## src/dchs_defs.svh

```systemverilog
// Constants for the dual channel host select block.
// Assumes inclusion by bare name; definitions only.
`ifndef DCHS_DEFS_SVH
`define DCHS_DEFS_SVH
`define DCHS_NUM_REGS 8
`define DCHS_ADDR_W 3
`define DCHS_DATA_W 8
`define DCHS_ADDR_MSR 3'h6
`define DCHS_ADDR_EFR 3'h2
`define DCHS_ADDR_AFR 3'h1
`define DCHS_MSR_CTS_BIT 4
`define DCHS_MSR_CD_BIT 7
`define DCHS_EFR_AUTO_CTS_BIT 7
`define DCHS_AFR_BCAST_BIT 0
`define DCHS_REG_RESET 8'h00
`endif

```

## src/dchs_pkg.sv

```systemverilog
// Types for the dual channel host select block.
// Assumes dchs_defs.svh alongside.
`include "dchs_defs.svh"
package dchs_pkg;
  typedef logic [`DCHS_DATA_W-1:0] dchs_byte_t;
  typedef logic [`DCHS_ADDR_W-1:0] dchs_addr_t;
  typedef enum logic [1:0] {
    DCHS_IDLE = 2'h0,
    DCHS_READ = 2'h1,
    DCHS_WRITE = 2'h3
  } dchs_phase_e;
endpackage

```

## src/dchs_chan_regs.sv

```systemverilog
// One channel's register set with modem status view.
// Assumes write strobe and address come from the host select top.
`timescale 1ns/1ps
`include "dchs_defs.svh"
module dchs_chan_regs (
  input wire logic i_clk,
  input wire logic i_rst_n,
  input wire logic i_wr,
  input wire dchs_pkg::dchs_addr_t i_addr,
  input wire dchs_pkg::dchs_byte_t i_wdata,
  input wire logic i_cd_n,
  input wire logic i_cts_n,
  output dchs_pkg::dchs_byte_t o_rdata,
  output logic o_auto_cts,
  output logic o_bcast
);
  typedef struct packed {
    dchs_pkg::dchs_byte_t [`DCHS_NUM_REGS-1:0] regs;
  } dchs_chan_s;
  dchs_chan_s st_reg;
  dchs_chan_s st_next;

  always_comb begin
    st_next = st_reg;
    if (i_wr && i_addr != `DCHS_ADDR_MSR) begin
      st_next.regs[i_addr] = i_wdata;
    end
    // Modem status tracks the pins; a low pin reads as a one
    st_next.regs[`DCHS_ADDR_MSR] = `DCHS_REG_RESET;
    st_next.regs[`DCHS_ADDR_MSR][`DCHS_MSR_CD_BIT] = ~i_cd_n;
    st_next.regs[`DCHS_ADDR_MSR][`DCHS_MSR_CTS_BIT] = ~i_cts_n;
  end

  always_ff @(posedge i_clk or negedge i_rst_n) begin
    if (!i_rst_n) begin
      st_reg <= '0;
    end else begin
      st_reg <= st_next;
    end
  end

  assign o_rdata = st_reg.regs[i_addr];
  assign o_auto_cts =
    st_reg.regs[`DCHS_ADDR_EFR][`DCHS_EFR_AUTO_CTS_BIT];
  assign o_bcast = st_reg.regs[`DCHS_ADDR_AFR][`DCHS_AFR_BCAST_BIT];

  msr_cts_a: assert property (@(posedge i_clk)
    disable iff (!i_rst_n) 1'b1 |=>
    st_reg.regs[`DCHS_ADDR_MSR][`DCHS_MSR_CTS_BIT] == !$past(i_cts_n))
    else $error("cts status wrong");
  msr_cd_a: assert property (@(posedge i_clk)
    disable iff (!i_rst_n) 1'b1 |=>
    st_reg.regs[`DCHS_ADDR_MSR][`DCHS_MSR_CD_BIT] == !$past(i_cd_n))
    else $error("carrier status wrong");
endmodule

```

## src/dchs_host_select.sv

```systemverilog
// Host port of a dual serial device: select, steering, modem status.
// Assumes host strobes synchronous to I_MCLK and held several cycles.
// How it works
// - Three address pins pick the register inside the chosen channel.
// - Accesses count only while chip select is low.
// - Channel pick 0 selects channel B, 1 selects channel A.
// - Channel pick is looked at only while chip select is low.
// - Broadcast bit in channel A alt function register writes both channels.
// - Low carrier detect reads as one in modem status.
// - Low clear to send means far modem is ready.
// - Clear to send shows in modem status bit 4.
// - Clear to send gates transmit only when auto mode bit 7 set.
// - Read strobe falling edge puts addressed register on data bus.
// - Write strobe rising edge stores data bus into chosen register.
// - Data bus bit 0 is least significant and first serial bit.
`timescale 1ns/1ps
`include "dchs_defs.svh"
module dchs_host_select (
  input wire logic I_MCLK,
  input wire logic I_RST_N,
  input wire logic I_CS_N,
  input wire logic I_CHANNEL_PICK,
  input wire logic I_REG_ADDR_BIT_ZERO,
  input wire logic I_REG_ADDR_BIT_ONE,
  input wire logic I_REG_ADDR_BIT_TWO,
  input wire logic I_READ_STROBE_N,
  input wire logic I_WRITE_STROBE_N,
  input wire logic [7:0] I_HOST_DATA_BUS,
  output logic [7:0] O_HOST_DATA_BUS,
  output logic O_HOST_DATA_BUS_OE,
  input wire logic I_CARRIER_DETECT_N_A,
  input wire logic I_CARRIER_DETECT_N_B,
  input wire logic I_CLEAR_TO_SEND_N_A,
  input wire logic I_CLEAR_TO_SEND_N_B,
  output logic O_TX_ALLOW_A,
  output logic O_TX_ALLOW_B
);
  typedef struct packed {
    logic rd_n_d;
    logic wr_n_d;
    logic chan_a;
    logic oe;
    dchs_pkg::dchs_byte_t dout;
  } dchs_top_s;
  dchs_top_s st_reg;
  dchs_top_s st_next;

  dchs_pkg::dchs_addr_t addr;
  dchs_pkg::dchs_byte_t rdata_a;
  dchs_pkg::dchs_byte_t rdata_b;
  logic auto_cts_a;
  logic auto_cts_b;
  logic bcast_a;
  logic bcast_b;
  logic rd_fall;
  logic wr_rise;
  logic wr_a;
  logic wr_b;
  logic pick_a;

  assign addr = {I_REG_ADDR_BIT_TWO, I_REG_ADDR_BIT_ONE,
    I_REG_ADDR_BIT_ZERO};
  // Pick is only meaningful with select low
  assign pick_a = !I_CS_N ? I_CHANNEL_PICK : st_reg.chan_a;
  assign rd_fall = st_reg.rd_n_d && !I_READ_STROBE_N && !I_CS_N;
  // Write lands on rising strobe; select must still be low then
  assign wr_rise = !st_reg.wr_n_d && I_WRITE_STROBE_N && !I_CS_N;
  // Broadcast taken from channel A copy, the one software sets first
  assign wr_a = wr_rise && (pick_a || bcast_a);
  assign wr_b = wr_rise && (!pick_a || bcast_a);

  dchs_chan_regs u_chan_a (
    .i_clk(I_MCLK),
    .i_rst_n(I_RST_N),
    .i_wr(wr_a),
    .i_addr(addr),
    .i_wdata(I_HOST_DATA_BUS),
    .i_cd_n(I_CARRIER_DETECT_N_A),
    .i_cts_n(I_CLEAR_TO_SEND_N_A),
    .o_rdata(rdata_a),
    .o_auto_cts(auto_cts_a),
    .o_bcast(bcast_a)
  );

  dchs_chan_regs u_chan_b (
    .i_clk(I_MCLK),
    .i_rst_n(I_RST_N),
    .i_wr(wr_b),
    .i_addr(addr),
    .i_wdata(I_HOST_DATA_BUS),
    .i_cd_n(I_CARRIER_DETECT_N_B),
    .i_cts_n(I_CLEAR_TO_SEND_N_B),
    .o_rdata(rdata_b),
    .o_auto_cts(auto_cts_b),
    .o_bcast(bcast_b)
  );

  always_comb begin
    st_next = st_reg;
    st_next.rd_n_d = I_READ_STROBE_N;
    st_next.wr_n_d = I_WRITE_STROBE_N;
    st_next.chan_a = pick_a;
    if (rd_fall) begin
      st_next.dout = pick_a ? rdata_a : rdata_b;
    end
    st_next.oe = !I_CS_N && !I_READ_STROBE_N;
  end

  always_ff @(posedge I_MCLK or negedge I_RST_N) begin
    if (!I_RST_N) begin
      st_reg <= '{rd_n_d: 1'b1, wr_n_d: 1'b1, chan_a: 1'b0, oe: 1'b0,
        dout: 8'h00};
    end else begin
      st_reg <= st_next;
    end
  end

  assign O_HOST_DATA_BUS = st_reg.dout;
  assign O_HOST_DATA_BUS_OE = st_reg.oe;
  // Flow gate: status only unless auto mode is on
  assign O_TX_ALLOW_A = !auto_cts_a || !I_CLEAR_TO_SEND_N_A;
  assign O_TX_ALLOW_B = !auto_cts_b || !I_CLEAR_TO_SEND_N_B;

  // Bus drive follows a selected read only
  bus_float_a: assert property (@(posedge I_MCLK)
    disable iff (!I_RST_N) I_CS_N
    |=> !O_HOST_DATA_BUS_OE)
    else $error("bus driven while deselected");
  oe_on_read_a: assert property (@(posedge I_MCLK)
    disable iff (!I_RST_N) (!I_CS_N && !I_READ_STROBE_N)
    |=> O_HOST_DATA_BUS_OE)
    else $error("bus not driven during read");
  oe_off_idle_a: assert property (@(posedge I_MCLK)
    disable iff (!I_RST_N) I_READ_STROBE_N
    |=> !O_HOST_DATA_BUS_OE)
    else $error("bus driven without read strobe");
  read_data_a: assert property (@(posedge I_MCLK)
    disable iff (!I_RST_N) (rd_fall && I_CHANNEL_PICK)
    |=> O_HOST_DATA_BUS == $past(rdata_a))
    else $error("read data wrong");
  read_chan_b_a: assert property (@(posedge I_MCLK)
    disable iff (!I_RST_N) (rd_fall && !I_CHANNEL_PICK)
    |=> O_HOST_DATA_BUS == $past(rdata_b))
    else $error("channel B read data wrong");
  read_once_a: assert property (@(posedge I_MCLK)
    disable iff (!I_RST_N) rd_fall
    |=> !rd_fall)
    else $error("read taken twice");
  data_hold_a: assert property (@(posedge I_MCLK)
    disable iff (!I_RST_N) !rd_fall
    |=> $stable(O_HOST_DATA_BUS))
    else $error("read data moved without read");
  data_cs_hold_a: assert property (@(posedge I_MCLK)
    disable iff (!I_RST_N) I_CS_N
    |=> $stable(O_HOST_DATA_BUS))
    else $error("read data moved while deselected");
  // A late write would hit whichever channel the last access picked
  no_write_a: assert property (@(posedge I_MCLK)
    disable iff (!I_RST_N) I_CS_N
    |-> !wr_a && !wr_b)
    else $error("write while deselected");
  pick_b_a: assert property (@(posedge I_MCLK)
    disable iff (!I_RST_N) (wr_rise && !I_CHANNEL_PICK && !bcast_a)
    |-> wr_b && !wr_a)
    else $error("pick 0 must hit channel B");
  pick_a_a: assert property (@(posedge I_MCLK)
    disable iff (!I_RST_N) (wr_rise && I_CHANNEL_PICK && !bcast_a)
    |-> wr_a && !wr_b)
    else $error("pick 1 must hit channel A");
  bcast_both_a: assert property (@(posedge I_MCLK)
    disable iff (!I_RST_N) (wr_rise && bcast_a)
    |-> wr_a && wr_b)
    else $error("broadcast missed a channel");
  pick_hold_a: assert property (@(posedge I_MCLK)
    disable iff (!I_RST_N) I_CS_N
    |=> st_reg.chan_a == $past(st_reg.chan_a))
    else $error("pick sampled while deselected");
  pick_take_a: assert property (@(posedge I_MCLK)
    disable iff (!I_RST_N) !I_CS_N
    |=> st_reg.chan_a == $past(I_CHANNEL_PICK))
    else $error("pick not taken while selected");
  wr_once_a: assert property (@(posedge I_MCLK)
    disable iff (!I_RST_N) wr_rise
    |=> !wr_rise)
    else $error("write taken twice");
  wr_edge_a: assert property (@(posedge I_MCLK)
    disable iff (!I_RST_N) wr_rise
    |-> !$past(I_WRITE_STROBE_N))
    else $error("write without strobe rise");
  write_chan_a_a: assert property (@(posedge I_MCLK)
    disable iff (!I_RST_N) (wr_a && addr != `DCHS_ADDR_MSR)
    |=> u_chan_a.st_reg.regs[$past(addr)] == $past(I_HOST_DATA_BUS))
    else $error("channel A write lost");
  write_chan_b_a: assert property (@(posedge I_MCLK)
    disable iff (!I_RST_N) (wr_b && addr != `DCHS_ADDR_MSR)
    |=> u_chan_b.st_reg.regs[$past(addr)] == $past(I_HOST_DATA_BUS))
    else $error("channel B write lost");
  hold_chan_a_a: assert property (@(posedge I_MCLK)
    disable iff (!I_RST_N) !wr_a
    |=> $stable(u_chan_a.st_reg.regs[`DCHS_ADDR_AFR]))
    else $error("channel A changed without write");
  hold_chan_b_a: assert property (@(posedge I_MCLK)
    disable iff (!I_RST_N) !wr_b
    |=> $stable(u_chan_b.st_reg.regs[`DCHS_ADDR_AFR]))
    else $error("channel B changed without write");
  // Auto mode is the only path that stalls transmit
  flow_gate_a: assert property (@(posedge I_MCLK)
    disable iff (!I_RST_N) !auto_cts_a
    |-> O_TX_ALLOW_A)
    else $error("transmit gated without auto mode");
  flow_free_b_a: assert property (@(posedge I_MCLK)
    disable iff (!I_RST_N) !auto_cts_b
    |-> O_TX_ALLOW_B)
    else $error("channel B gated without auto mode");
  gate_chan_a_a: assert property (@(posedge I_MCLK)
    disable iff (!I_RST_N) (auto_cts_a && I_CLEAR_TO_SEND_N_A)
    |-> !O_TX_ALLOW_A)
    else $error("channel A not gated in auto mode");
  gate_chan_b_a: assert property (@(posedge I_MCLK)
    disable iff (!I_RST_N) (auto_cts_b && I_CLEAR_TO_SEND_N_B)
    |-> !O_TX_ALLOW_B)
    else $error("channel B not gated in auto mode");
  ready_chan_a_a: assert property (@(posedge I_MCLK)
    disable iff (!I_RST_N) !I_CLEAR_TO_SEND_N_A
    |-> O_TX_ALLOW_A)
    else $error("channel A stalled with modem ready");
  ready_chan_b_a: assert property (@(posedge I_MCLK)
    disable iff (!I_RST_N) !I_CLEAR_TO_SEND_N_B
    |-> O_TX_ALLOW_B)
    else $error("channel B stalled with modem ready");
endmodule

```

## config.mk

```make
export PLATFORM = sky130hd
export DESIGN_NAME = dchs_host_select
export DESIGN_NICKNAME = d
export VERILOG_FILES = /design/src/dchs_pkg.sv /design/src/dchs_chan_regs.sv /design/src/dchs_host_select.sv
export VERILOG_INCLUDE_DIRS = /design/src
export SDC_FILE = /design/constraint.sdc
export NUM_CORES = 1
export LEC_CHECK = 0
export BUFFER_PORTS_ARGS = -buffer_cell sky130_fd_sc_hd__buf_4
export CORE_ASPECT_RATIO = 1.5
export CORE_UTILIZATION = 40
export CTS_CLUSTER_SIZE = 24
export DETAILED_ROUTE_END_ITERATION = 10
export SLEW_MARGIN = 25
export SYNTH_ARGS = -nofsm -noshare
export SYNTH_HDL_FRONTEND = slang
export SYNTH_SLANG_ARGS = --single-unit
```

## constraint.sdc

```tcl
create_clock -name I_MCLK -period 2.4 [get_ports I_MCLK]
set_input_delay 0.12 -clock I_MCLK [delete_from_list [all_inputs] [get_ports I_MCLK]]
set_output_delay 0.12 -clock I_MCLK [all_outputs]
set_load 0.1 [all_outputs]
```

==> results of run 1 <==
-- synth_stat cells, drive strengths merged, types with 5 or more instances --
cell type	instances	area share, %
inv	8	0.50
a221oi	7	1.0
a211oi	5	0.63
nor2	12	0.79
buf	18	1.9
a21oi	11	1.4
clkbuf	14	0.88
mux2	124	24
mux4	8	3.0
nand2	20	1.9
dfrtp	126	53
mux2i	18	3.1
o21ai	10	0.96
-- final timing paths --
kind | from | to | depth (start not counted)
max | I_CS_N | u_chan_a.st_reg[19]$_DFFE_PN0P_ | 6
min | I_CHANNEL_PICK | O_HOST_DATA_BUS[0]$_DFFE_PN0P_ | 2
max reg2reg | st_reg[9]$_DFF_PN0_ | u_chan_a.st_reg[19]$_DFFE_PN0P_ | 4
min reg2reg | u_chan_a.st_reg[62]$_DFFE_PN0P_ | u_chan_a.st_reg[62]$_DFFE_PN0P_ | 1
max in group asynchronous | I_RST_N | u_chan_a.st_reg[35]$_DFFE_PN0P_ | 3
min in group asynchronous | I_RST_N | u_chan_a.st_reg[38]$_DFFE_PN0P_ | 2
-- layout by cell type, fill, tap and decap left out, types with 6 or more instances in the layout --
| master | count |
|---|---|
| mux2_2 | 108 |
| dfrtp_1 | 126 |
| o21ai_0 | 8 |
| mux2_4 | 11 |
| clkbuf_16 | 17 |
| nor2_1 | 11 |
| nand2_2 | 6 |
| a21oi_1 | 8 |
| inv_1 | 7 |
| mux2i_1 | 17 |
| mux4_2 | 8 |
| buf_4 | 42 |
| nand2_1 | 11 |
| dlygate4sd3_1 | 8 |
| a221oi_1 | 7 |
-- final cells by class --
| cell class | count | area (sq um) |
|---|---|---|
| Fill cell | 1310 | 7510 |
| Sequential cell | 128 | 3210 |
| Multi-Input combinational cell | 263 | 2590 |
| Clock buffer | 21 | 460 |
| Timing Repair Buffer | 51 | 415 |
| Tap cell | 196 | 245 |
| Clock inverter | 11 | 138 |
| Inverter | 9 | 33.8 |
-- cell families (layout without fill, tap and decap cells) --
| family | Yosys count | count (layout) |
|---|---|---|
| DFF | 128 | 128 |
| buffers and inverters | 41 | 92 |
| muxes | 150 | 150 |
| and+or+nand+nor | 57 | 57 |
| AOI/OAI and AO/OA | 56 | 56 |
-- power groups by stage --
stage | Sequential, mW | Clock [mW] | Combinational, mW
finish | 2.68 | 2.58 | 1.03
floorplan | 2.64 | 0 | 0.811
global placement | 2.69 | 0 | 1.00
CTS | 2.67 | 2.64 | 1.04
global route | 2.72 | 2.73 | 1.10
detailed placement | 2.71 | 0 | 1.02
-- routing by layer --
layer | routed length (um) | up-vias
met5 | 0 | -
met4 | 266 | 0
met3 | 488 | 17
met2 | 7800 | 68
met1 | 5880 | 1971
li1 | - | 1667
-- critical path: stages --
cell	delay [ns]
dlygate4sd3_1	0.53
buf_4	0.16
mux2i_2	0.39
inv_2	0.14
o21ai_2	0.52
mux2_2	0.40
-- timing repair --
| item | CTS | global route |
|---|---|---|
| hold buffers | 8 | 0 |
| setup endpoints to repair | 0 | 0 |
| endpoints found under the hold margin | 36 | 0 |
-- per-stage QoR --
step,instance area (sq um),utilization [%],power [mW]
3_5_place_dp,6410,43.9,3.73
2_1_floorplan,5990,-,3.46
5_1_grt,7090,48.6,6.54
4_1_cts,7090,48.6,6.35
6_report,7090,48.6,6.29
3_3_place_gp,6410,43.9,3.70
==> metrics, run 1 <==
count of boundary I/O pins=32; syn_area_per_cell=~14 sq um; Antenna Nets Post-Route=0; maximum vdd ir drop=~0.00044 V; DP Cell Count=between 600 and 700; Max clock buf depth=2; Layout Skew=0.0124 ns; H-tree depth=4; WL/cell=around 21 um; Die H=between 150 and 200 um; sequential share of power=a little over two fifths; n_diodes=0; Slew @ Worst Pin=between 0.6 and 0.7 ns; Via density=5.48; CTS root buffer=clkbuf_16; vias in the first global route=between 3000 and 4000; GR peak layer=met2; Worst-path clk slew=0.05 ns; status=finished, final reports clean; P_int=4.63 mW; Required @ worst endpoint=2.69 ns; fin crit share=between 80% and 90%; clk_lat worst skew=between 0.4 and 0.5 ns; post-synthesis compound-gate area fraction=roughly 7.4%; Placer Congestion=between 0.7 and 0.8; Post-synth EDFFs=0; DP HPWL=9560 um; CP Max Fanout=8; share of cells above drive strength 1=a little under half; antenna violations before repair=0; row cnt=54; core area=between 0.01 and 0.015 sq mm; PortBufs=31; mux cell area share after synthesis=30.1%; final slew viol count=0; Synth Instances=between 400 and 500; clock share of power=about two fifths; static leakage=3.34 nW; max_cap viols=0; Vias=roughly 3700; HP Class=in -> reg; final hold vios=0; RSZ-0062 raised after global routing=no; total die area=about 0.015 sq mm; Post-synth ARST share=100%; Final Setup Violations=0; fin crit period=around 2.0 ns; effective utilization at floorplan=slightly above 40%; fmax=506 MHz; post-place setup slack=roughly 0.52 ns; GR Util met3=between 4 and 5%; Cell Area, Synth=about 0.0060 sq mm; crit end category=flop; GR Util met2=between 30% and 40%; global-route wire length before repair=roughly 23000 um; Comb power frac=around 16%; GRT Total Usage=20.4%; crit path kind=in -> reg; Num CTS Buffers=17; Synthesized Nets=approximately 450; Seq/Total Area, Yosys=53.5%; pwr/cell area=888 mW/mm^2; synthesis-to-finish area growth=18.3%; post-CTS sizing=0; Die X=about 100 um; main combinational cell family by area after synthesis=multiplexers; met1 Resource Use GR=between 20 and 25%; drt pass-1 iters=6; Reg2Reg Setup Slack=0.52 ns; Setup WS post-layout=0.423 ns; postcts setup bufs=0; post-synthesis adder-cell area fraction=0%; ys flop type=dfrtp_1; Startpoint Class=input pin; Ys Warns=0; grt ovf=0; Cell variety after synth=54; Residual DRC=0; layout net count=between 400 and 500; DRT iter0 DRCs=about 140; Psw=1.66 mW; crit path DAT=around 2.3 ns; Synth Area in Simple Gates=roughly 5.7%; slew margin rel.=roughly three fifths; CTS tree=built; drt total wl=roughly 14000 um; largest net degree at the start of global routing=54; non-filler instance count after layout=about 680; FF+latch count, synth=128; final hold slack=around 0.016 ns; XOR/XNOR Fraction of Synth Area=0%; final setup TNS=0 ns; CTS sink count=around 130; Switching Share=between 20% and 30%
Power figures use the tool's default switching activity.
==> run 2: changes to the inputs <==
--- a/config.mk
+++ b/config.mk
@@ -6,6 +6,7 @@
 export SDC_FILE = /design/constraint.sdc
 export NUM_CORES = 1
 export LEC_CHECK = 0
+export ABC_AREA = 1
 export BUFFER_PORTS_ARGS = -buffer_cell sky130_fd_sc_hd__buf_4
 export CORE_ASPECT_RATIO = 1.5
 export CORE_UTILIZATION = 40
==> constraint.sdc (replaced) <==
create_clock -name I_MCLK -period 1.65 [get_ports I_MCLK]
set_input_delay 0.0825 -clock I_MCLK [delete_from_list [all_inputs] [get_ports I_MCLK]]
set_output_delay 0.0825 -clock I_MCLK [all_outputs]
set_load 0.1 [all_outputs]
==> metrics, run 2 <==
status=finished, final reports clean (unchanged); Placer Congestion=0.813 (was 0.782); fin crit share=a little over nine tenths; Required @ worst endpoint=1.95 ns (was 2.69 ns); crit path kind=reg -> reg (was in -> reg); grt ovf=0 (unchanged); Fillers=1585 (was 1310); synth cell count leaders=nand2_1, dfrtp_1, o21ai_0 (was dfrtp_1, mux2_2, mux2i_1); final hold vios=0 (unchanged); pwr/cell area=1170 mW/mm^2 (was 888 mW/mm^2); largest area contributor in the netlist=dfrtp_1 (unchanged); Max clock buf depth=2 (unchanged); Synth Instances=837 (was 432); largest cells by area after synthesis=dfrtp_1, nand2_1, o21ai_0, nand3_1, nor2_1 (was dfrtp_1, mux2_2, mux4_2, mux2i_1, mux2_4); clk_lat worst skew=0.42 ns (was 0.41 ns); CP Depth=8 (was 6); crit path to=u_chan_b.st_reg[43]$_DFFE_PN0P_ (was u_chan_a.st_reg[19]$_DFFE_PN0P_); Reg2Reg Setup Slack=0.09 ns (was 0.52 ns); post-place setup slack=-0.0276 ns (was 0.520 ns); fin crit period=between 1.5 and 2 ns; WL/cell=17.6 um (was 21.3 um); GR Util met3=3.52% (was 4.37%); DP HPWL=12700 um (was 9560 um); RSZ-0062 raised after global routing=yes (was no); Die H=157 um (was 152 um); Worst-path clk slew=0.05 ns (about the same); met1 Resource Use GR=31.0% (was 24.9%); antenna violations before repair=0 (unchanged); Slew @ Worst Pin=0.511 ns (was 0.615 ns); vias in the first global route=5436 (was 3995); worst hold start=I_HOST_DATA_BUS[3] (was I_CHANNEL_PICK); Startpoint Class=flop (was input pin); reg2reg path depth=8 (was 4); Top delay family on crit path=simple AND/OR/NAND/NOR gates (was buffers and inverters); PortBufs=31 (unchanged); H-tree depth=4 (unchanged); CTS root buffer=clkbuf_16 (unchanged); end of the worst register-to-register path=u_chan_b.st_reg[43]$_DFFE_PN0P_ (was u_chan_a.st_reg[19]$_DFFE_PN0P_); max_cap viols=0 (unchanged); crit-path cells=nor2_1 > nand2_1 > nor2_4 > o21ai_2 > buf_4 > buf_4 > o21ai_0 > nand2_1 (was dlygate4sd3_1 > buf_4 > mux2i_2 > inv_2 > o21ai_2 > mux2_2); Via density=5.24 (was 5.48); maximum vdd ir drop=0.000575 V (was 0.000445 V); synthesis-to-finish area growth=19.6% (was 18.3%); Seq/Total Area, Yosys=49.7% (was 53.5%); final core utilization=49.1% (was 48.6%); core area=0.0157 sq mm (was 0.0146 sq mm); Setup WS post-layout=0.0902 ns (was 0.423 ns); Post-synth ARST share=100% (unchanged); ys flop type=dfrtp_1 (unchanged); CTS tree=built (unchanged); Worst Path Buf+Inv=2 (was 3); HP Class=in -> reg (unchanged); DRT iter0 DRCs=473 (was 139); static leakage=4.14 nW (was 3.34 nW); Cell Area, Synth=0.00645 sq mm (was 0.00599 sq mm); layout net count=902 (was 491); largest net degree at the start of global routing=47 (was 54); CTS sink count=128 (unchanged); CP Max Fanout=5 (was 8); final slew viol count=0 (unchanged); GRT Total Usage=24.5% (was 20.4%); Cell variety after synth=23 (was 54); register area=0.00321 sq mm (unchanged); global-route wire length before repair=30400 um (was 23100 um); final hold slack=0.0362 ns (was 0.0164 ns); Antenna Nets Post-Route=0 (unchanged); GR peak layer=met2 (unchanged); total die area=0.0166 sq mm (was 0.0155 sq mm); drt total wl=19300 um (was 14400 um); drt pass-1 iters=5 (was 6); GR Util met2=41.4% (was 34.6%); most common cell after layout, fill and taps aside=nand2_1 (was dfrtp_1); highest-count cells in the layout ignoring fill and taps=nand2_1, dfrtp_1, o21ai_0 (was dfrtp_1, mux2_2, buf_4); area taken by multi-input logic gates=0.00285 sq mm (was 0.00259 sq mm); crit end category=flop (unchanged); row cnt=56 (was 54); Residual DRC=0 (unchanged); CP max-delay cell=dfstp_2 (was dlygate4sd3_1); Layout Skew=0.00631 ns (was 0.0124 ns); Vias=5735 (was 3723); crit path launch=st_reg[10]$_DFF_PN1_ (was I_CS_N); effective utilization at floorplan=41.1% (was 41.0%); Synthesized Nets=858 (was 453); Ys Warns=0 (unchanged); fmax=around 640 MHz; Die X=106 um (was 102 um); n_diodes=0 (unchanged); Final Setup Violations=0 (unchanged); slowest stage delay, CP=0.36 ns (was 0.53 ns); Post-synth EDFFs=0 (unchanged); crit path DAT=1.86 ns (was 2.27 ns); Num CTS Buffers=17 (unchanged); count of boundary I/O pins=32 (unchanged); slew margin rel.=65.9% (was 59.0%); top-area cell type share of the netlist area=48.9% (was 52.6%); Worst R2R Start=st_reg[10]$_DFF_PN1_ (was st_reg[9]$_DFF_PN0_); share of cells above drive strength 1=14.6% (was 46.4%); most common cell in the netlist=nand2_1 (was dfrtp_1); syn_area_per_cell=7.70 sq um (was 13.9 sq um); FF+latch count, synth=128 (unchanged)
[run 2: metal layers]
layer	vias to the layer above	share of wire [%]	wire (um)
li1	2755	-	-
met1	2745	43	8230
met2	193	49	9540
met3	42	4.7	910
met4	0	3.3	630
met5	-	0	0
[run 2: worst min-delay path by stage]
stage	slack, ns	endpoint	cells after the start
after CTS	0.03	u_chan_b.st_reg[19]$_DFFE_PN0P_	3
after global routing	0.04	u_chan_a.st_reg[35]$_DFFE_PN0P_	3
after global placement	0.06	u_chan_a.o_auto_cts$_DFFE_PN0P_	1
after detailed placement	0.06	u_chan_a.st_reg[52]$_DFF_PN0_	1
final	0.04	u_chan_a.st_reg[59]$_DFFE_PN0P_	3
after floorplan	-0.21	O_HOST_DATA_BUS[0]$_DFFE_PN0P_	0
[run 2: tightest hold or removal path, delay by kind of cell]
kind	cells	cell delay, ns
buffers and inverters	1	0.19
AND/OR/NAND/NOR	2	0.13
[run 2: per-stage QoR]
step / power [mW] / TNS [ns] / cell area, sq um / std cells
after floorplan: 4.90 / 0 / 6450 / 837
final: 9.03 / 0 / 7710 / 1095
after detailed placement: 5.39 / -0.203 / 6990 / 1048
after global placement: 5.37 / -0.0516 / 6990 / 1048
after global routing: 9.41 / -0.0254 / 7710 / 1095
after CTS: 9.07 / 0 / 7650 / 1088
[run 2: what timing repair did]
action                     CTS  global route
gates resized for setup      0             1
hold buffers                 9             0
gates cloned                 1             3
setup buffers                0             4
setup endpoints to repair   10            36
pin swaps                    1             4
hold endpoints to repair    77             0
[run 2: cells by family after synthesis]
family	after synthesis	share of synthesized area [%]
AO/OA/AOI/OAI	116	9.30
AND/OR/NAND/NOR	499	34.2
flip-flops	128	49.7
buffers and inverters	94	6.75
[run 2: area by class of cell]
| type | count | share of cell area, % |
|---|---|---|
| Clock buffer | 24 | 6.25 |
| Clock inverter | 6 | 1.07 |
| Inverter | 41 | 2.00 |
| Multi-Input combinational cell | 619 | 37.0 |
| Sequential cell | 128 | 41.6 |
| Tap cell | 203 | 3.29 |
| Timing Repair Buffer | 74 | 8.85 |
[run 2: where the power goes]
| group | switching [mW] | internal [mW] | leakage [nW] |
|---|---|---|---|
| clock | 1.34 | 2.32 | 0.276 |
| combinational | 1.10 | 0.454 | 2.23 |
| sequential | 0.221 | 3.61 | 1.63 |
